$ cat src/design/upfc_pkg.sv
package upfc_pkg;
  localparam int CLK_PERIOD_NS = 10;
  localparam int MS_NS = 1000000;
  localparam int MS_CYCLES = MS_NS / CLK_PERIOD_NS;
  localparam int DATA_W = 8;
  localparam int RX_DEPTH = 128;
  localparam int TX_DEPTH = 256;
  localparam int PKT_BYTES = 64;
  localparam logic [7:0] TMO_RESET_MS = 8'h10;
  localparam logic [7:0] TMO_MIN_MS = 8'h02;
  localparam logic [7:0] WAKE_MS = 8'h14;
  localparam logic [15:0] BB_DIV_RESET = 16'h0010;
  localparam logic [7:0] PIN_RESET = 8'h00;
  // pin slots inside the synchroniser word
  localparam int SY_DATA_LSB = 0;
  localparam int SY_RST_N = 8;
  localparam int SY_WAKE_N = 9;
  localparam int SY_WR = 10;
  localparam int SY_RD_N = 11;
  localparam int SY_W = 12;
  localparam logic [SY_W-1:0] SY_RESET = 12'hb00;
  typedef enum logic [1:0] {
    UPFC_MODE_FIFO = 2'b00,
    UPFC_MODE_ASYNC_BB = 2'b01,
    UPFC_MODE_SYNC_BB = 2'b11
  } upfc_mode_t;
endpackage

$ cat src/design/upfc_fifo_if.sv
interface upfc_fifo_if #(
  parameter int W = 8,
  parameter int DEPTH = 128
);
  localparam int CW = $clog2(DEPTH + 1);
  logic push;
  logic [W-1:0] push_data;
  logic room;
  logic pop;
  logic [W-1:0] pop_data;
  logic avail;
  logic [CW-1:0] count;
  modport store (
    input push, push_data, pop,
    output room, pop_data, avail, count
  );
  modport user (
    output push, push_data, pop,
    input room, pop_data, avail, count
  );
endinterface

$ cat src/design/upfc_fifo.sv
module upfc_fifo #(
  parameter int W = 8,
  parameter int DEPTH = 128
) (
  input wire logic clk_i,
  input wire logic rst_i,
  upfc_fifo_if.store f
);
  localparam int AW = $clog2(DEPTH);
  localparam int CW = $clog2(DEPTH + 1);

  if (DEPTH < 2 || (1 << AW) != DEPTH) begin : g_chk
    $error("upfc_fifo depth must be a power of two of at least 2");
  end

  logic [W-1:0] mem [DEPTH];
  logic [AW-1:0] wr_ptr_r;
  logic [AW-1:0] rd_ptr_r;
  logic [CW-1:0] count_r;
  logic do_push;
  logic do_pop;

  assign do_push = f.push && f.room;
  assign do_pop = f.pop && f.avail;
  assign f.room = count_r != CW'(DEPTH);
  assign f.avail = count_r != '0;
  assign f.pop_data = mem[rd_ptr_r];
  assign f.count = count_r;

  always_ff @(posedge clk_i) begin
    if (do_push) begin
      mem[wr_ptr_r] <= f.push_data;
    end
  end

  always_ff @(posedge clk_i) begin
    if (rst_i) begin
      wr_ptr_r <= '0;
      rd_ptr_r <= '0;
      count_r <= '0;
    end else begin
      if (do_push) begin
        wr_ptr_r <= wr_ptr_r + AW'(1);
      end
      if (do_pop) begin
        rd_ptr_r <= rd_ptr_r + AW'(1);
      end
      if (do_push && !do_pop) begin
        count_r <= count_r + CW'(1);
      end else if (do_pop && !do_push) begin
        count_r <= count_r - CW'(1);
      end
    end
  end
endmodule

$ cat src/design/usb_parallel_fifo_ctrl.sv
module usb_parallel_fifo_ctrl #(
  parameter int MS_CYCLES = upfc_pkg::MS_CYCLES,
  parameter int RX_DEPTH = upfc_pkg::RX_DEPTH,
  parameter int TX_DEPTH = upfc_pkg::TX_DEPTH,
  parameter int PKT_BYTES = upfc_pkg::PKT_BYTES,
  parameter logic WAKE_EN_DEFAULT = 1'b1,
  // identity value is arbitrary
  parameter logic [63:0] CHIP_ID = 64'h5a5a_0000_1234_abcd
) (
  input wire logic clk_i,
  input wire logic rst_i,
  input wire logic ext_reset_n_i,
  input wire logic usb_out_valid_i,
  input wire logic [7:0] usb_out_data_i,
  output logic usb_out_ready_o,
  output logic usb_in_valid_o,
  output logic [7:0] usb_in_data_o,
  input wire logic usb_in_ready_i,
  input wire logic usb_suspend_i,
  input wire logic cfg_wake_en_i,
  input wire logic cfg_wake_en_load_i,
  input wire upfc_pkg::upfc_mode_t cfg_mode_i,
  input wire logic [7:0] cfg_bb_dir_i,
  input wire logic [15:0] cfg_bb_div_i,
  input wire logic [7:0] cfg_tmo_ms_i,
  input wire logic cfg_tmo_load_i,
  input wire logic [7:0] parallel_data_bus_i,
  output logic [7:0] parallel_data_bus_o,
  output logic [7:0] parallel_data_bus_oe_o,
  input wire logic rd_n_i,
  input wire logic wr_i,
  input wire logic rx_data_available_n_i,
  output logic rx_data_available_n_o,
  output logic rx_data_available_n_oe_o,
  output logic tx_space_available_n_o,
  output logic tx_space_available_n_oe_o,
  output logic resume_req_o,
  output logic [63:0] chip_id_o
);
  localparam int MSW = $clog2(MS_CYCLES);
  localparam int RCW = $clog2(RX_DEPTH + 1);
  localparam int TCW = $clog2(TX_DEPTH + 1);

  if (MS_CYCLES < 2 || PKT_BYTES < 1 || PKT_BYTES > TX_DEPTH ||
      RX_DEPTH < 4 || TX_DEPTH < 4) begin : g_chk
    $error("usb_parallel_fifo_ctrl parameters out of range");
  end

  logic rst_c;
  upfc_fifo_if #(.W(8), .DEPTH(RX_DEPTH)) rx_if ();
  upfc_fifo_if #(.W(8), .DEPTH(TX_DEPTH)) tx_if ();

  upfc_fifo #(.W(8), .DEPTH(RX_DEPTH)) u_rx_fifo (
    .clk_i(clk_i),
    .rst_i(rst_c),
    .f(rx_if.store)
  );

  upfc_fifo #(.W(8), .DEPTH(TX_DEPTH)) u_tx_fifo (
    .clk_i(clk_i),
    .rst_i(rst_c),
    .f(tx_if.store)
  );

  logic [upfc_pkg::SY_W-1:0] sy1_r;
  logic [upfc_pkg::SY_W-1:0] sy2_r;
  logic rd_d_r;
  logic wr_d_r;
  logic rd_fall;
  logic wr_fall;
  logic [7:0] pins_s;
  logic mode_fifo;
  logic mode_async;
  logic mode_sync;
  logic rx_pop;
  logic tx_push;
  logic tx_pop;
  logic [MSW-1:0] ms_cnt_r;
  logic ms_tick;
  logic [15:0] bb_cnt_r;
  logic bb_tick;
  logic [7:0] tmo_ms_r;
  logic [7:0] age_ms_r;
  logic flush_r;
  logic in_allow;
  logic wake_en_r;
  logic wake_mode;
  logic [7:0] low_ms_r;
  logic wake_sent_r;
  logic out_ready_r;
  logic in_valid_r;
  logic [7:0] in_data_r;
  logic [7:0] pdata_r;
  logic [7:0] pdata_oe_r;
  logic rxf_n_r;
  logic rxf_oe_r;
  logic txe_n_r;
  logic txe_oe_r;
  logic resume_r;
  logic [63:0] chip_id_r;

  // two-stage synchroniser for every pin input
  always_ff @(posedge clk_i) begin
    if (rst_i) begin
      sy1_r <= upfc_pkg::SY_RESET;
      sy2_r <= upfc_pkg::SY_RESET;
    end else begin
      sy1_r <= {rd_n_i, wr_i, rx_data_available_n_i, ext_reset_n_i,
                parallel_data_bus_i};
      sy2_r <= sy1_r;
    end
  end

  // internal reset from power-up reset or external reset pin
  assign rst_c = rst_i || !sy2_r[upfc_pkg::SY_RST_N];
  assign pins_s = sy2_r[upfc_pkg::SY_DATA_LSB +: 8];
  assign mode_fifo = cfg_mode_i == upfc_pkg::UPFC_MODE_FIFO;
  assign mode_async = cfg_mode_i == upfc_pkg::UPFC_MODE_ASYNC_BB;
  assign mode_sync = cfg_mode_i == upfc_pkg::UPFC_MODE_SYNC_BB;

  // strobe edges seen only on synchronised copies
  always_ff @(posedge clk_i) begin
    if (rst_c) begin
      rd_d_r <= 1'b1;
      wr_d_r <= 1'b0;
    end else begin
      rd_d_r <= sy2_r[upfc_pkg::SY_RD_N];
      wr_d_r <= sy2_r[upfc_pkg::SY_WR];
    end
  end
  assign rd_fall = rd_d_r && !sy2_r[upfc_pkg::SY_RD_N];
  assign wr_fall = wr_d_r && !sy2_r[upfc_pkg::SY_WR];

  // millisecond tick derived from the controller clock
  always_ff @(posedge clk_i) begin
    if (rst_c || ms_tick) begin
      ms_cnt_r <= '0;
    end else begin
      ms_cnt_r <= ms_cnt_r + MSW'(1);
    end
  end
  assign ms_tick = ms_cnt_r == MSW'(MS_CYCLES - 1);

  always_ff @(posedge clk_i) begin
    if (rst_c || bb_tick) begin
      bb_cnt_r <= rst_c ? upfc_pkg::BB_DIV_RESET : cfg_bb_div_i;
    end else begin
      bb_cnt_r <= bb_cnt_r - 16'h0001;
    end
  end
  assign bb_tick = bb_cnt_r == 16'h0000;

  // read strobe pops in fifo mode; tick pops in async mode
  // sync mode pops only while the sample has room
  always_comb begin
    rx_pop = 1'b0;
    if (mode_fifo) begin
      rx_pop = rd_fall && rx_if.avail;
    end else if (mode_async) begin
      rx_pop = bb_tick && rx_if.avail;
    end else if (mode_sync) begin
      rx_pop = bb_tick && rx_if.avail && tx_if.room;
    end
  end

  // write strobe captures; sync mode samples pins per output
  assign tx_push = mode_fifo ? wr_fall : (mode_sync && rx_pop);
  assign rx_if.pop = rx_pop;
  assign rx_if.push = usb_out_valid_i && out_ready_r;
  assign rx_if.push_data = usb_out_data_i;
  assign tx_if.push = tx_push;
  assign tx_if.push_data = pins_s;

  // bytes arrive already recovered and checked
  always_ff @(posedge clk_i) begin
    if (rst_c) begin
      out_ready_r <= 1'b0;
    end else begin
      out_ready_r <= rx_if.count < RCW'(RX_DEPTH - 2);
    end
  end

  // data lines: strobe-gated drive or general I/O port
  always_ff @(posedge clk_i) begin
    if (rst_c) begin
      pdata_r <= upfc_pkg::PIN_RESET;
      pdata_oe_r <= 8'h00;
    end else begin
      if (rx_pop) begin
        pdata_r <= rx_if.pop_data;
      end
      if (mode_fifo) begin
        // drive only while read strobe stays low
        pdata_oe_r <= {8{!sy2_r[upfc_pkg::SY_RD_N]}};
      end else begin
        pdata_oe_r <= cfg_bb_dir_i;
      end
    end
  end

  // timeout register, clamped to the legal range
  always_ff @(posedge clk_i) begin
    if (rst_c) begin
      tmo_ms_r <= upfc_pkg::TMO_RESET_MS;
    end else if (cfg_tmo_load_i) begin
      tmo_ms_r <= (cfg_tmo_ms_i < upfc_pkg::TMO_MIN_MS) ?
                  upfc_pkg::TMO_MIN_MS : cfg_tmo_ms_i;
    end
  end

  // partial data ages; flush once the timeout expires
  always_ff @(posedge clk_i) begin
    if (rst_c || tx_push || !tx_if.avail) begin
      age_ms_r <= 8'h00;
    end else if (ms_tick && age_ms_r != 8'hff) begin
      age_ms_r <= age_ms_r + 8'h01;
    end
  end

  always_ff @(posedge clk_i) begin
    if (rst_c) begin
      flush_r <= 1'b0;
    end else if (tx_if.avail && age_ms_r >= tmo_ms_r) begin
      flush_r <= 1'b1;
    end else if (!tx_if.avail) begin
      flush_r <= 1'b0;
    end
  end

  // IN stage: bytes while a full packet is queued, or anything once flushed
  assign in_allow = tx_if.count >= TCW'(PKT_BYTES) || flush_r;
  assign tx_pop = (!in_valid_r || usb_in_ready_i) && tx_if.avail && in_allow;
  assign tx_if.pop = tx_pop;

  always_ff @(posedge clk_i) begin
    if (rst_c) begin
      in_valid_r <= 1'b0;
      in_data_r <= 8'h00;
    end else if (!in_valid_r || usb_in_ready_i) begin
      in_valid_r <= tx_pop;
      if (tx_pop) begin
        in_data_r <= tx_if.pop_data;
      end
    end
  end

  always_ff @(posedge clk_i) begin
    if (rst_c) begin
      wake_en_r <= WAKE_EN_DEFAULT;
    end else if (cfg_wake_en_load_i) begin
      wake_en_r <= cfg_wake_en_i;
    end
  end
  assign wake_mode = usb_suspend_i && wake_en_r;

  // count whole milliseconds of low wake pin
  always_ff @(posedge clk_i) begin
    if (rst_c || !wake_mode || sy2_r[upfc_pkg::SY_WAKE_N]) begin
      low_ms_r <= 8'h00;
    end else if (ms_tick && low_ms_r != upfc_pkg::WAKE_MS) begin
      low_ms_r <= low_ms_r + 8'h01;
    end
  end

  // one resume request per low hold
  always_ff @(posedge clk_i) begin
    if (rst_c) begin
      resume_r <= 1'b0;
      wake_sent_r <= 1'b0;
    end else begin
      resume_r <= 1'b0;
      if (low_ms_r == 8'h00) begin
        wake_sent_r <= 1'b0;
      end else if (low_ms_r == upfc_pkg::WAKE_MS && !wake_sent_r) begin
        resume_r <= 1'b1;
        wake_sent_r <= 1'b1;
      end
    end
  end

  // handshake flags; pin released in wake mode
  always_ff @(posedge clk_i) begin
    if (rst_c) begin
      rxf_n_r <= 1'b1;
      txe_n_r <= 1'b1;
      rxf_oe_r <= 1'b0;
      txe_oe_r <= 1'b0;
    end else begin
      rxf_n_r <= !(mode_fifo && rx_if.count > RCW'(rx_pop));
      txe_n_r <= !(mode_fifo && tx_if.count < TCW'(TX_DEPTH - 2));
      rxf_oe_r <= !wake_mode;
      txe_oe_r <= 1'b1;
    end
  end

  always_ff @(posedge clk_i) begin
    chip_id_r <= CHIP_ID;
  end

  assign usb_out_ready_o = out_ready_r;
  assign usb_in_valid_o = in_valid_r;
  assign usb_in_data_o = in_data_r;
  assign parallel_data_bus_o = pdata_r;
  assign parallel_data_bus_oe_o = pdata_oe_r;
  assign rx_data_available_n_o = rxf_n_r;
  assign rx_data_available_n_oe_o = rxf_oe_r;
  assign tx_space_available_n_o = txe_n_r;
  assign tx_space_available_n_oe_o = txe_oe_r;
  assign resume_req_o = resume_r;
  assign chip_id_o = chip_id_r;
endmodule

$ cat config.mk
export PLATFORM = sky130hd
export DESIGN_NAME = usb_parallel_fifo_ctrl
export DESIGN_NICKNAME = d
export VERILOG_FILES = /design/src/design/upfc_pkg.sv /design/src/design/upfc_fifo_if.sv /design/src/design/upfc_fifo.sv /design/src/design/usb_parallel_fifo_ctrl.sv
export SDC_FILE = /design/constraint.sdc
export NUM_CORES = 2
export LEC_CHECK = 0
export BUFFER_PORTS_ARGS = -buffer_cell sky130_fd_sc_hd__buf_2
export CORE_MARGIN = 2
export CORE_UTILIZATION = 59
export CTS_BUF_LIST = sky130_fd_sc_hd__clkbuf_2
export CTS_CLUSTER_DIAMETER = 40
export DETAILED_ROUTE_END_ITERATION = 10
export PLACE_DENSITY_LB_ADDON = 0.25
export SLEW_MARGIN = 20
export SYNTH_ARGS = -nofsm -noshare
export SYNTH_HDL_FRONTEND = slang
export SYNTH_SLANG_ARGS = --single-unit
export TNS_END_PERCENT = 5
$ cat constraint.sdc
create_clock -name clk_i -period 4.2 [get_ports clk_i]
set_input_delay 1.05 -clock clk_i [delete_from_list [all_inputs] [get_ports clk_i]]
set_output_delay 1.05 -clock clk_i [all_outputs]
set_load 0.02 [all_outputs]
Yosys cells after proc, flatten, opt, wreduce, memory -nomap -nowiden
Memory sizes are Yosys's and may differ from the RTL's. A register that Yosys moved wholly into a read port is not among the register bits.
Index checks and enable logic that the tools add are counted.
{ "totals": {"wordCells": 130, "n_memories": 2, "in_bits": 62, "ff_bits": 148, "ram_bits": 3072, "output_inout_bits": 95} }
{ "memory_table": {"columns": ["name", "words", "word_bits", "read_ports", "rd_clocked_by_memory_dff", "wr", "line", "text"], "rows": [
  ["u_tx_fifo.mem", 256, 8, 1, 1, 1, "upfc_fifo.sv:16", "logic [W-1:0] mem [DEPTH];"],
  ["u_rx_fifo.mem", 128, 8, 1, 1, 1, "upfc_fifo.sv:16", null]
]} }
{ "op_classes": {"n_reduce_logical": 55, "n_mux": 20, "eq_ne": 9, "n_addsub": 12, "order_cmp": 6} }
{ "ops": {"columns": ["operator", "n"], "rows": [
  ["$add 8x1->8 const B", 5],
  ["$mux 16", 2],
  ["$mux 8", 4],
  ["$logic_and 1x1->1", 24],
  ["$mux 9", 2],
  ["$add 17x1->17 const B", 1],
  ["$eq 17x17->1 const B", 1],
  ["$logic_not 16->1", 1],
  ["$ne 8x8->1 const B", 2],
  ["$sub 16x1->16 const B", 1],
  ["$add 7x1->7 const B", 2],
  ["$logic_not 1->1", 13],
  ["$mux 1", 12],
  ["$add 9x1->9 const B", 1],
  ["$ge 9x7->1 const B", 1],
  ["$logic_or 1x1->1", 9],
  ["$lt 9x8->1 const B", 1],
  ["$ne 9x9->1 const B", 1],
  ["$reduce_bool 9->1", 1],
  ["$sub 9x1->9 const B", 1],
  ["$eq 8x5->1 const B", 1],
  ["$ge 8x8->1", 1],
  ["$gt 8x1->1", 1],
  ["$logic_not 8->1", 1],
  ["other kinds (12)", 13]
]} }

Longest topological paths before layout
{ "logic_depth": {"word_depth": 13, "mapped_depth": 19, "depth_no_buf": 18} }

Modules after synthesis
A second synthesis with hierarchy kept.
{ "hier_totals": {"cells_unflattened": 6410, "area_unflattened_um2": 126775.3} }
{ "by_module_without_submodules": {"columns": ["module", "seq_area_each_um2", "instances", "area_per_inst_um2", "cells_each"], "rows": [
  ["upfc_fifo (u_tx_fifo)", 62159.6, 1, 80240.7, 3799],
  ["upfc_fifo (u_rx_fifo)", 31330.0, 1, 41175.7, 2016],
  ["usb_parallel_fifo_ctrl", 2342.2, 1, 5358.9, 595]
]} }

Worst setup path before layout
No wires, ideal clock.
{ "synth_path": {"path_type": "input to register", "start": "input port cfg_mode_i[0]", "end": "register u_rx_fifo.count_r[7], in the netlist u_rx_fifo.f.count[7]", "arrival_ns": 4.258, "slack_ns": -0.192, "setup_ns": 0.133, "required_ns": 4.067, "stages": 18, "path_buffers": 2, "path_cell_list": "or3_1 clkbuf_1 inv_1 nand2_1 a21oi_4 clkbuf_1 inv_1 ha_1 inv_1 ha_1 a21o_1 a21oi_1 nor2b_1 o21a_1 o41a_1 xnor2_1 o211ai_1 o31ai_1"} }
{ "synth_between": {"elab_chain_len": 8, "elab_cells_between_ends": 12, "cone_classes": "2 x eq/ne; 4 x mux; 6 x reduce/logical"} }
{ "synth_rtl": {"columns": ["item", "line", "text"], "rows": [
  ["start, declared", "usb_parallel_fifo_ctrl.sv:22", "input wire upfc_pkg::upfc_mode_t cfg_mode_i,"],
  ["$eq 2x2->1", "usb_parallel_fifo_ctrl.sv:119", "assign mode_sync = cfg_mode_i == upfc_pkg::UPFC_MODE_SYNC_BB;"],
  ["$mux 1", "usb_parallel_fifo_ctrl.sv:161", "end else if (mode_sync) begin"],
  ["$mux 1", "usb_parallel_fifo_ctrl.sv:159", "end else if (mode_async) begin"],
  ["$mux 1 (*)", "usb_parallel_fifo_ctrl.sv:157", "if (mode_fifo) begin"],
  ["$logic_and 1x1->1 (*)", "upfc_fifo.sv:24", "assign do_pop = f.pop && f.avail;"],
  ["$logic_not 1->1", "upfc_fifo.sv:48", "if (do_push && !do_pop) begin"],
  ["$logic_and 1x1->1", "upfc_fifo.sv:48", null],
  ["$mux 8 or $reduce_bool 2->1 (tied branches)", null, null],
  ["end signal, assigned", "upfc_fifo.sv:49", "count_r <= count_r + CW'(1);"],
  ["end signal, assigned", "upfc_fifo.sv:51", "count_r <= count_r - CW'(1);"],
  ["end, declared", "upfc_fifo.sv:19", "logic [CW-1:0] count_r;"]
]} }
Every way passes the cells marked *; elsewhere a longest branch is shown, timed or not.
A chain may end at the register's enable or synchronous reset.

Worst setup path after layout
{ "layout_path": {"start": "register u_tx_fifo.count_r[1], in the netlist u_tx_fifo.f.count[1]", "end": "register u_tx_fifo.count_r[7], in the netlist u_tx_fifo.f.count[7]"} }
{ "layout_between": {"elab_chain_len": 11, "elab_cells_between_ends": 23, "cone_classes": "2 x add/sub; 1 x order compare; 1 x eq/ne; 6 x mux; 13 x reduce/logical"} }
{ "layout_rtl": {"columns": ["item", "line", "text"], "rows": [
  ["start, declared", "upfc_fifo.sv:19", null],
  ["start signal, assigned", "upfc_fifo.sv:49", null],
  ["start signal, assigned", "upfc_fifo.sv:51", null],
  ["$ne 9x9->1", "upfc_fifo.sv:25", "assign f.room = count_r != CW'(DEPTH);"],
  ["$logic_and 1x1->1", "usb_parallel_fifo_ctrl.sv:162", "rx_pop = bb_tick && rx_if.avail && tx_if.room;"],
  ["$mux 1", "usb_parallel_fifo_ctrl.sv:161", null],
  ["$mux 1", "usb_parallel_fifo_ctrl.sv:159", null],
  ["$mux 1", "usb_parallel_fifo_ctrl.sv:157", null],
  ["$logic_and 1x1->1", "usb_parallel_fifo_ctrl.sv:167", "assign tx_push = mode_fifo ? wr_fall : (mode_sync && rx_pop);"],
  ["$mux 1", "usb_parallel_fifo_ctrl.sv:167", null],
  ["$logic_and 1x1->1", "upfc_fifo.sv:23", "assign do_push = f.push && f.room;"],
  ["$logic_not 1->1", "upfc_fifo.sv:50", "end else if (do_pop && !do_push) begin"],
  ["$logic_and 1x1->1", "upfc_fifo.sv:50", null],
  ["$reduce_bool 2->1 (no source line)", null, null]
]} }
Parallel ways exist; a longest one is shown, timed or not. The select of a mux whose other input is x is not followed.

==> flow_results.org <==
** Setup path
- On the critical path, the stage with the largest delay is an instance of sky130_fd_sc_hd__nor4_2.
- In this run the worst path has a maximum fanout of 7.
- Cell seen most often among critical-path stages :: sky130_fd_sc_hd__o21ai_0
- For the worst flop-to-flop path, the logic depth is 17.
- Required arrival time at the worst endpoint :: 6100 ps
- The worst register-to-register path ends at u_tx_fifo.f.count[7].
- Setup Crit Path Kind :: register to register
- Worst path max stage delay :: 410 ps
- The signal on the critical path passes through nor4_2, nand3_1, o2111ai_1, a21oi_4, a22o_4, ha_1, inv_1, buf_4, ha_1, a21o_1, a21oi_1, o21ai_0, a21oi_1, o21ai_0, xnor2_1, o21ai_0, and2_1.
- For the worst setup path, the data arrival time is 5910 ps.
- Worst Setup Start Kind :: register
- The setup check on the worst reg-to-reg path leaves a slack of 180 ps.
- Type of destination of the critical path :: register
- The worst register-to-register path begins at u_tx_fifo.f.count[1].

** Clocking
- Clock latency on the worst-skew pair, taken at its later pin, is 2040 ps.
- Clock tree synthesis inserted a total of 776 buffers.
- TritonCTS Sinks :: 3236
- TritonCTS built the clock tree.
- Maximum buffer depth of the clock tree :: 4
- The H-tree generated during clock tree synthesis spans 6 levels.
- Clock tree synthesis selected as its root buffer the cell sky130_fd_sc_hd__clkbuf_2.
- Clock-pin slew of the registers on the worst-case setup and hold paths :: 100 ps
- Post-CTS timing repair inserted 0 buffers for setup.

** Logic synthesis
- Flip-flop and latch count after synthesis :: 3236
- Synthesis produced 6174 cells.
- Post-Synthesis Cell Area :: 126800 um2
- For this run, the leading register cell type out of synthesis is sky130_fd_sc_hd__edfxtp_1.
- For this run, asynchronously set or reset flops after synthesis account for 0.
- The average instance in the mapped netlist occupies 20.54 um2.
- Post-synth EDFFs :: 3072
- Yosys Warn Count :: 0
- Sequential-to-total area share from yosys stat :: 0.7532
- Synth cell types :: 80

** Timing
- Number of hold violations in the final report :: 0
- For the pin with the worst max-slew slack, the measured transition is 1305 ps.
- Final min period :: 4016 ps
- Max Slew Vio Count :: 0
- Final number of setup-violating endpoints :: 0
- Upper clock frequency limit :: 0.2490 GHz
- The clock arrives with 165.6 ps of skew.
- For the final routed database, the setup TNS stands at 0 ps.
- Final Cycle Share :: 0.9561
- Max-slew headroom at the worst pin :: 0.1191

** Power and ir drop
- Reported leakage power :: 0.04313 uW
- VDD sags by at most 0.3511 mV.
- Power spread over the standard cell area amounts to 424.9 nW/um2.
- Design Power :: 60880 uW

** Placement
- Input and output buffers added on the ports amount to 92.
- The congestion estimate from routability-driven global placement came to 0.8921.
- Cell total after placement :: 9435
- Once detailed placement completed, the half-perimeter wirelength came to 190500 um.

** Detailed routing
- Post-route DRC violation count :: 0
- Average routed wire per standard cell :: 28.62 um
- Remaining antenna violation count after routing :: 0
- Across all layers, the routed design uses 68600 vias.
- DRC marker count from the first detailed-route iteration :: 8246
- Dividing the detail-routed via count by the number of cells gives 6.253.
- Routed wire length :: 314000 um
- First-pass detailed-route iteration total :: 6

** Global routing
- Entering global routing, the biggest net connects 224 pins.
- Total gr overflow :: 0
- Wire length of the first global-routing pass :: 457900 um
- Antenna violations before repair :: 7
- Combined global-route utilization of all metal layers :: 0.2886
- Number of global-route vias before repair :: 69510

** Floorplanning
- Boundary pin count :: 157
- The total area inside the core boundary comes to 214200 um2.
- Height of the die :: 467.6 um
- Horizontal extent of the die :: 467.6 um
- For this configuration, the core starts out at a cell density of 0.5921.
- The floorplan step defined a die boundary enclosing 218700 um2.
- Count of standard-cell rows :: 170

** Worst hold path
- The path with the worst hold slack has its endpoint at u_rx_fifo.mem[14][4].
- Number of cells on the worst hold path :: 2
- Hold_sp :: usb_out_data_i[4]
- In this run the worst hold path is classified as input pin to register.

** Finish
- Leading cell types in the layout, fill and taps excluded :: sky130_fd_sc_hd__edfxtp_1, sky130_fd_sc_hd__clkbuf_2, sky130_fd_sc_hd__mux4_2, sky130_fd_sc_hd__buf_4, sky130_fd_sc_hd__nor2_1
- Leaving out fill and tap cells, the most frequent cell in the layout is sky130_fd_sc_hd__edfxtp_1.
- Area Overhead vs Synth :: 12.97%
- In the final design database the tool counted 7638 nets.
- In the final layout, the share of cells above drive strength 1 is 0.3487.
- Leaving out filler cells and counting taps, the final layout contains 10970.

** Status
- The flow ran to the end, and the final reports show no timing, DRC or antenna violations.

** Run
- Max-cap violations :: 0
cell usage after synthesis (23+ instances only):
| cell type | instances | area (um2) |
|---|---|---|
| sky130_fd_sc_hd__dfxtp_1 | 164 | 3283 |
| sky130_fd_sc_hd__o21ai_0 | 66 | 330.3 |
| sky130_fd_sc_hd__a22oi_1 | 30 | 225.2 |
| sky130_fd_sc_hd__mux4_2 | 827 | 18630 |
| sky130_fd_sc_hd__clkbuf_1 | 142 | 533.0 |
| sky130_fd_sc_hd__o22ai_1 | 45 | 281.5 |
| sky130_fd_sc_hd__xor2_1 | 40 | 350.3 |
| sky130_fd_sc_hd__mux2i_1 | 189 | 1892 |
| sky130_fd_sc_hd__edfxtp_1 | 3072 | 92250 |
| sky130_fd_sc_hd__nor3_1 | 23 | 115.1 |
| sky130_fd_sc_hd__nor2_1 | 548 | 2057 |
| sky130_fd_sc_hd__inv_1 | 33 | 123.9 |
| sky130_fd_sc_hd__nor2b_1 | 56 | 350.3 |
| sky130_fd_sc_hd__a21oi_1 | 93 | 465.5 |
| sky130_fd_sc_hd__ha_1 | 37 | 462.9 |
| sky130_fd_sc_hd__xnor2_1 | 32 | 280.3 |
| sky130_fd_sc_hd__nand3_1 | 36 | 180.2 |
| sky130_fd_sc_hd__a211oi_1 | 38 | 285.3 |
| sky130_fd_sc_hd__buf_6 | 38 | 427.9 |
| sky130_fd_sc_hd__buf_4 | 93 | 698.2 |
| sky130_fd_sc_hd__buf_2 | 104 | 520.5 |
| sky130_fd_sc_hd__a221oi_1 | 23 | 201.4 |
| sky130_fd_sc_hd__nand2_1 | 162 | 608.1 |
metal layers:
layer | vias to the layer above | GRT usage | part of all wire
li1 | 28500 | - | -
met1 | 35180 | 0.3829 | 0.37
met2 | 4175 | 0.4636 | 0.49
met3 | 741 | 0.06560 | 0.093
met4 | 6 | 0.1278 | 0.044
met5 | - | 0 | 0.00013
state kept, by name, summed over array words and instances, names as in the netlist, 7 cells and up:
signal,flops
u_tx_fifo.wr_ptr_r,8
u_tx_fifo.mem,2048
u_tx_fifo.rd_ptr_r,8
sy2_r,12
bb_cnt_r,16
ms_cnt_r,17
parallel_data_bus_o,8
parallel_data_bus_oe_o,8
u_rx_fifo.rd_ptr_r,7
u_rx_fifo.f.count,8
tmo_ms_r,8
low_ms_r,8
age_ms_r,8
u_rx_fifo.mem,1024
u_rx_fifo.wr_ptr_r,7
u_tx_fifo.f.count,9
sy1_r,12
usb_in_data_o,8
worst max path at each step:
stage	startpoint	endpoint	slack [ps]	cells past startpoint
floorplan	cfg_mode_i[0]	u_tx_fifo.f.count[8]	-10	18
global placement	cfg_mode_i[0]	u_tx_fifo.f.count[7]	70	18
detailed placement	cfg_mode_i[0]	u_tx_fifo.f.count[7]	40	16
CTS	usb_in_data_o[4]	usb_in_data_o[4]	290	1
global route	u_tx_fifo.f.count[5]	u_tx_fifo.f.count[7]	-4	17
finish	u_tx_fifo.f.count[1]	u_tx_fifo.f.count[7]	180	17
power breakdown:
part	internal [uW]	switching, uW
Sequential	35300	281
Combinational	2190	2720
Clock	8120	12300
Total	45600	15300
what timing repair did:
item,4_1_cts,5_1_grt
endpoints found under the hold margin,1152,0
endpoints found under the setup margin,0,2
gates resized for setup,0,2
hold buffers,159,0
cells by family after synthesis:
| group | Yosys count | share of synthesized area |
|---|---|---|
| adder cells (fa/ha/maj) | 39 | 0.003966 |
| other | 2 | 0.00005921 |
| XOR/XNOR | 72 | 0.004972 |
| multiplexers | 1023 | 0.1624 |
| AND/OR/NAND/NOR | 943 | 0.03331 |
| AO/OA/AOI/OAI | 419 | 0.02249 |
| flip-flops | 3236 | 0.7532 |
| buffers and inverters | 440 | 0.01957 |
worst max-delay path, delay by kind of cell, from the launching register on:
family,cells,cell delay (ps)
AOI/OAI and AO/OA,9,1840
xor gates and xnor gates,1,220
adders and majority gates,2,440
buffers and inverters,2,250
DFF,1,380
and+or+nand+nor,3,830
through the flow:
step	instance area [um2]	util	hold WS, ps	setup WS, ps
floorplan	127100	-	389.5	-13.46
global placement	134500	0.6281	391.2	74.72
detailed placement	134600	0.6282	395.4	35.32
CTS	143100	0.6683	28.30	288.0
global route	143300	0.6689	-48.63	-4.178
finish	143300	0.6689	121.7	184.3
area by class of cell:
| class | instances | area (um2) |
|---|---|---|
| multi-input combinational | 2560 | 29090 |
| clock inverter | 238 | 1384 |
| antenna | 14 | 35.03 |
| fill | 13810 | 70920 |
| tap | 2838 | 3551 |
| clock buffer | 1122 | 5615 |
| inverter | 37 | 146.4 |
| sequential | 3236 | 95590 |
| timing repair buffer | 926 | 7863 |
(Power assumes the default switching activity.)
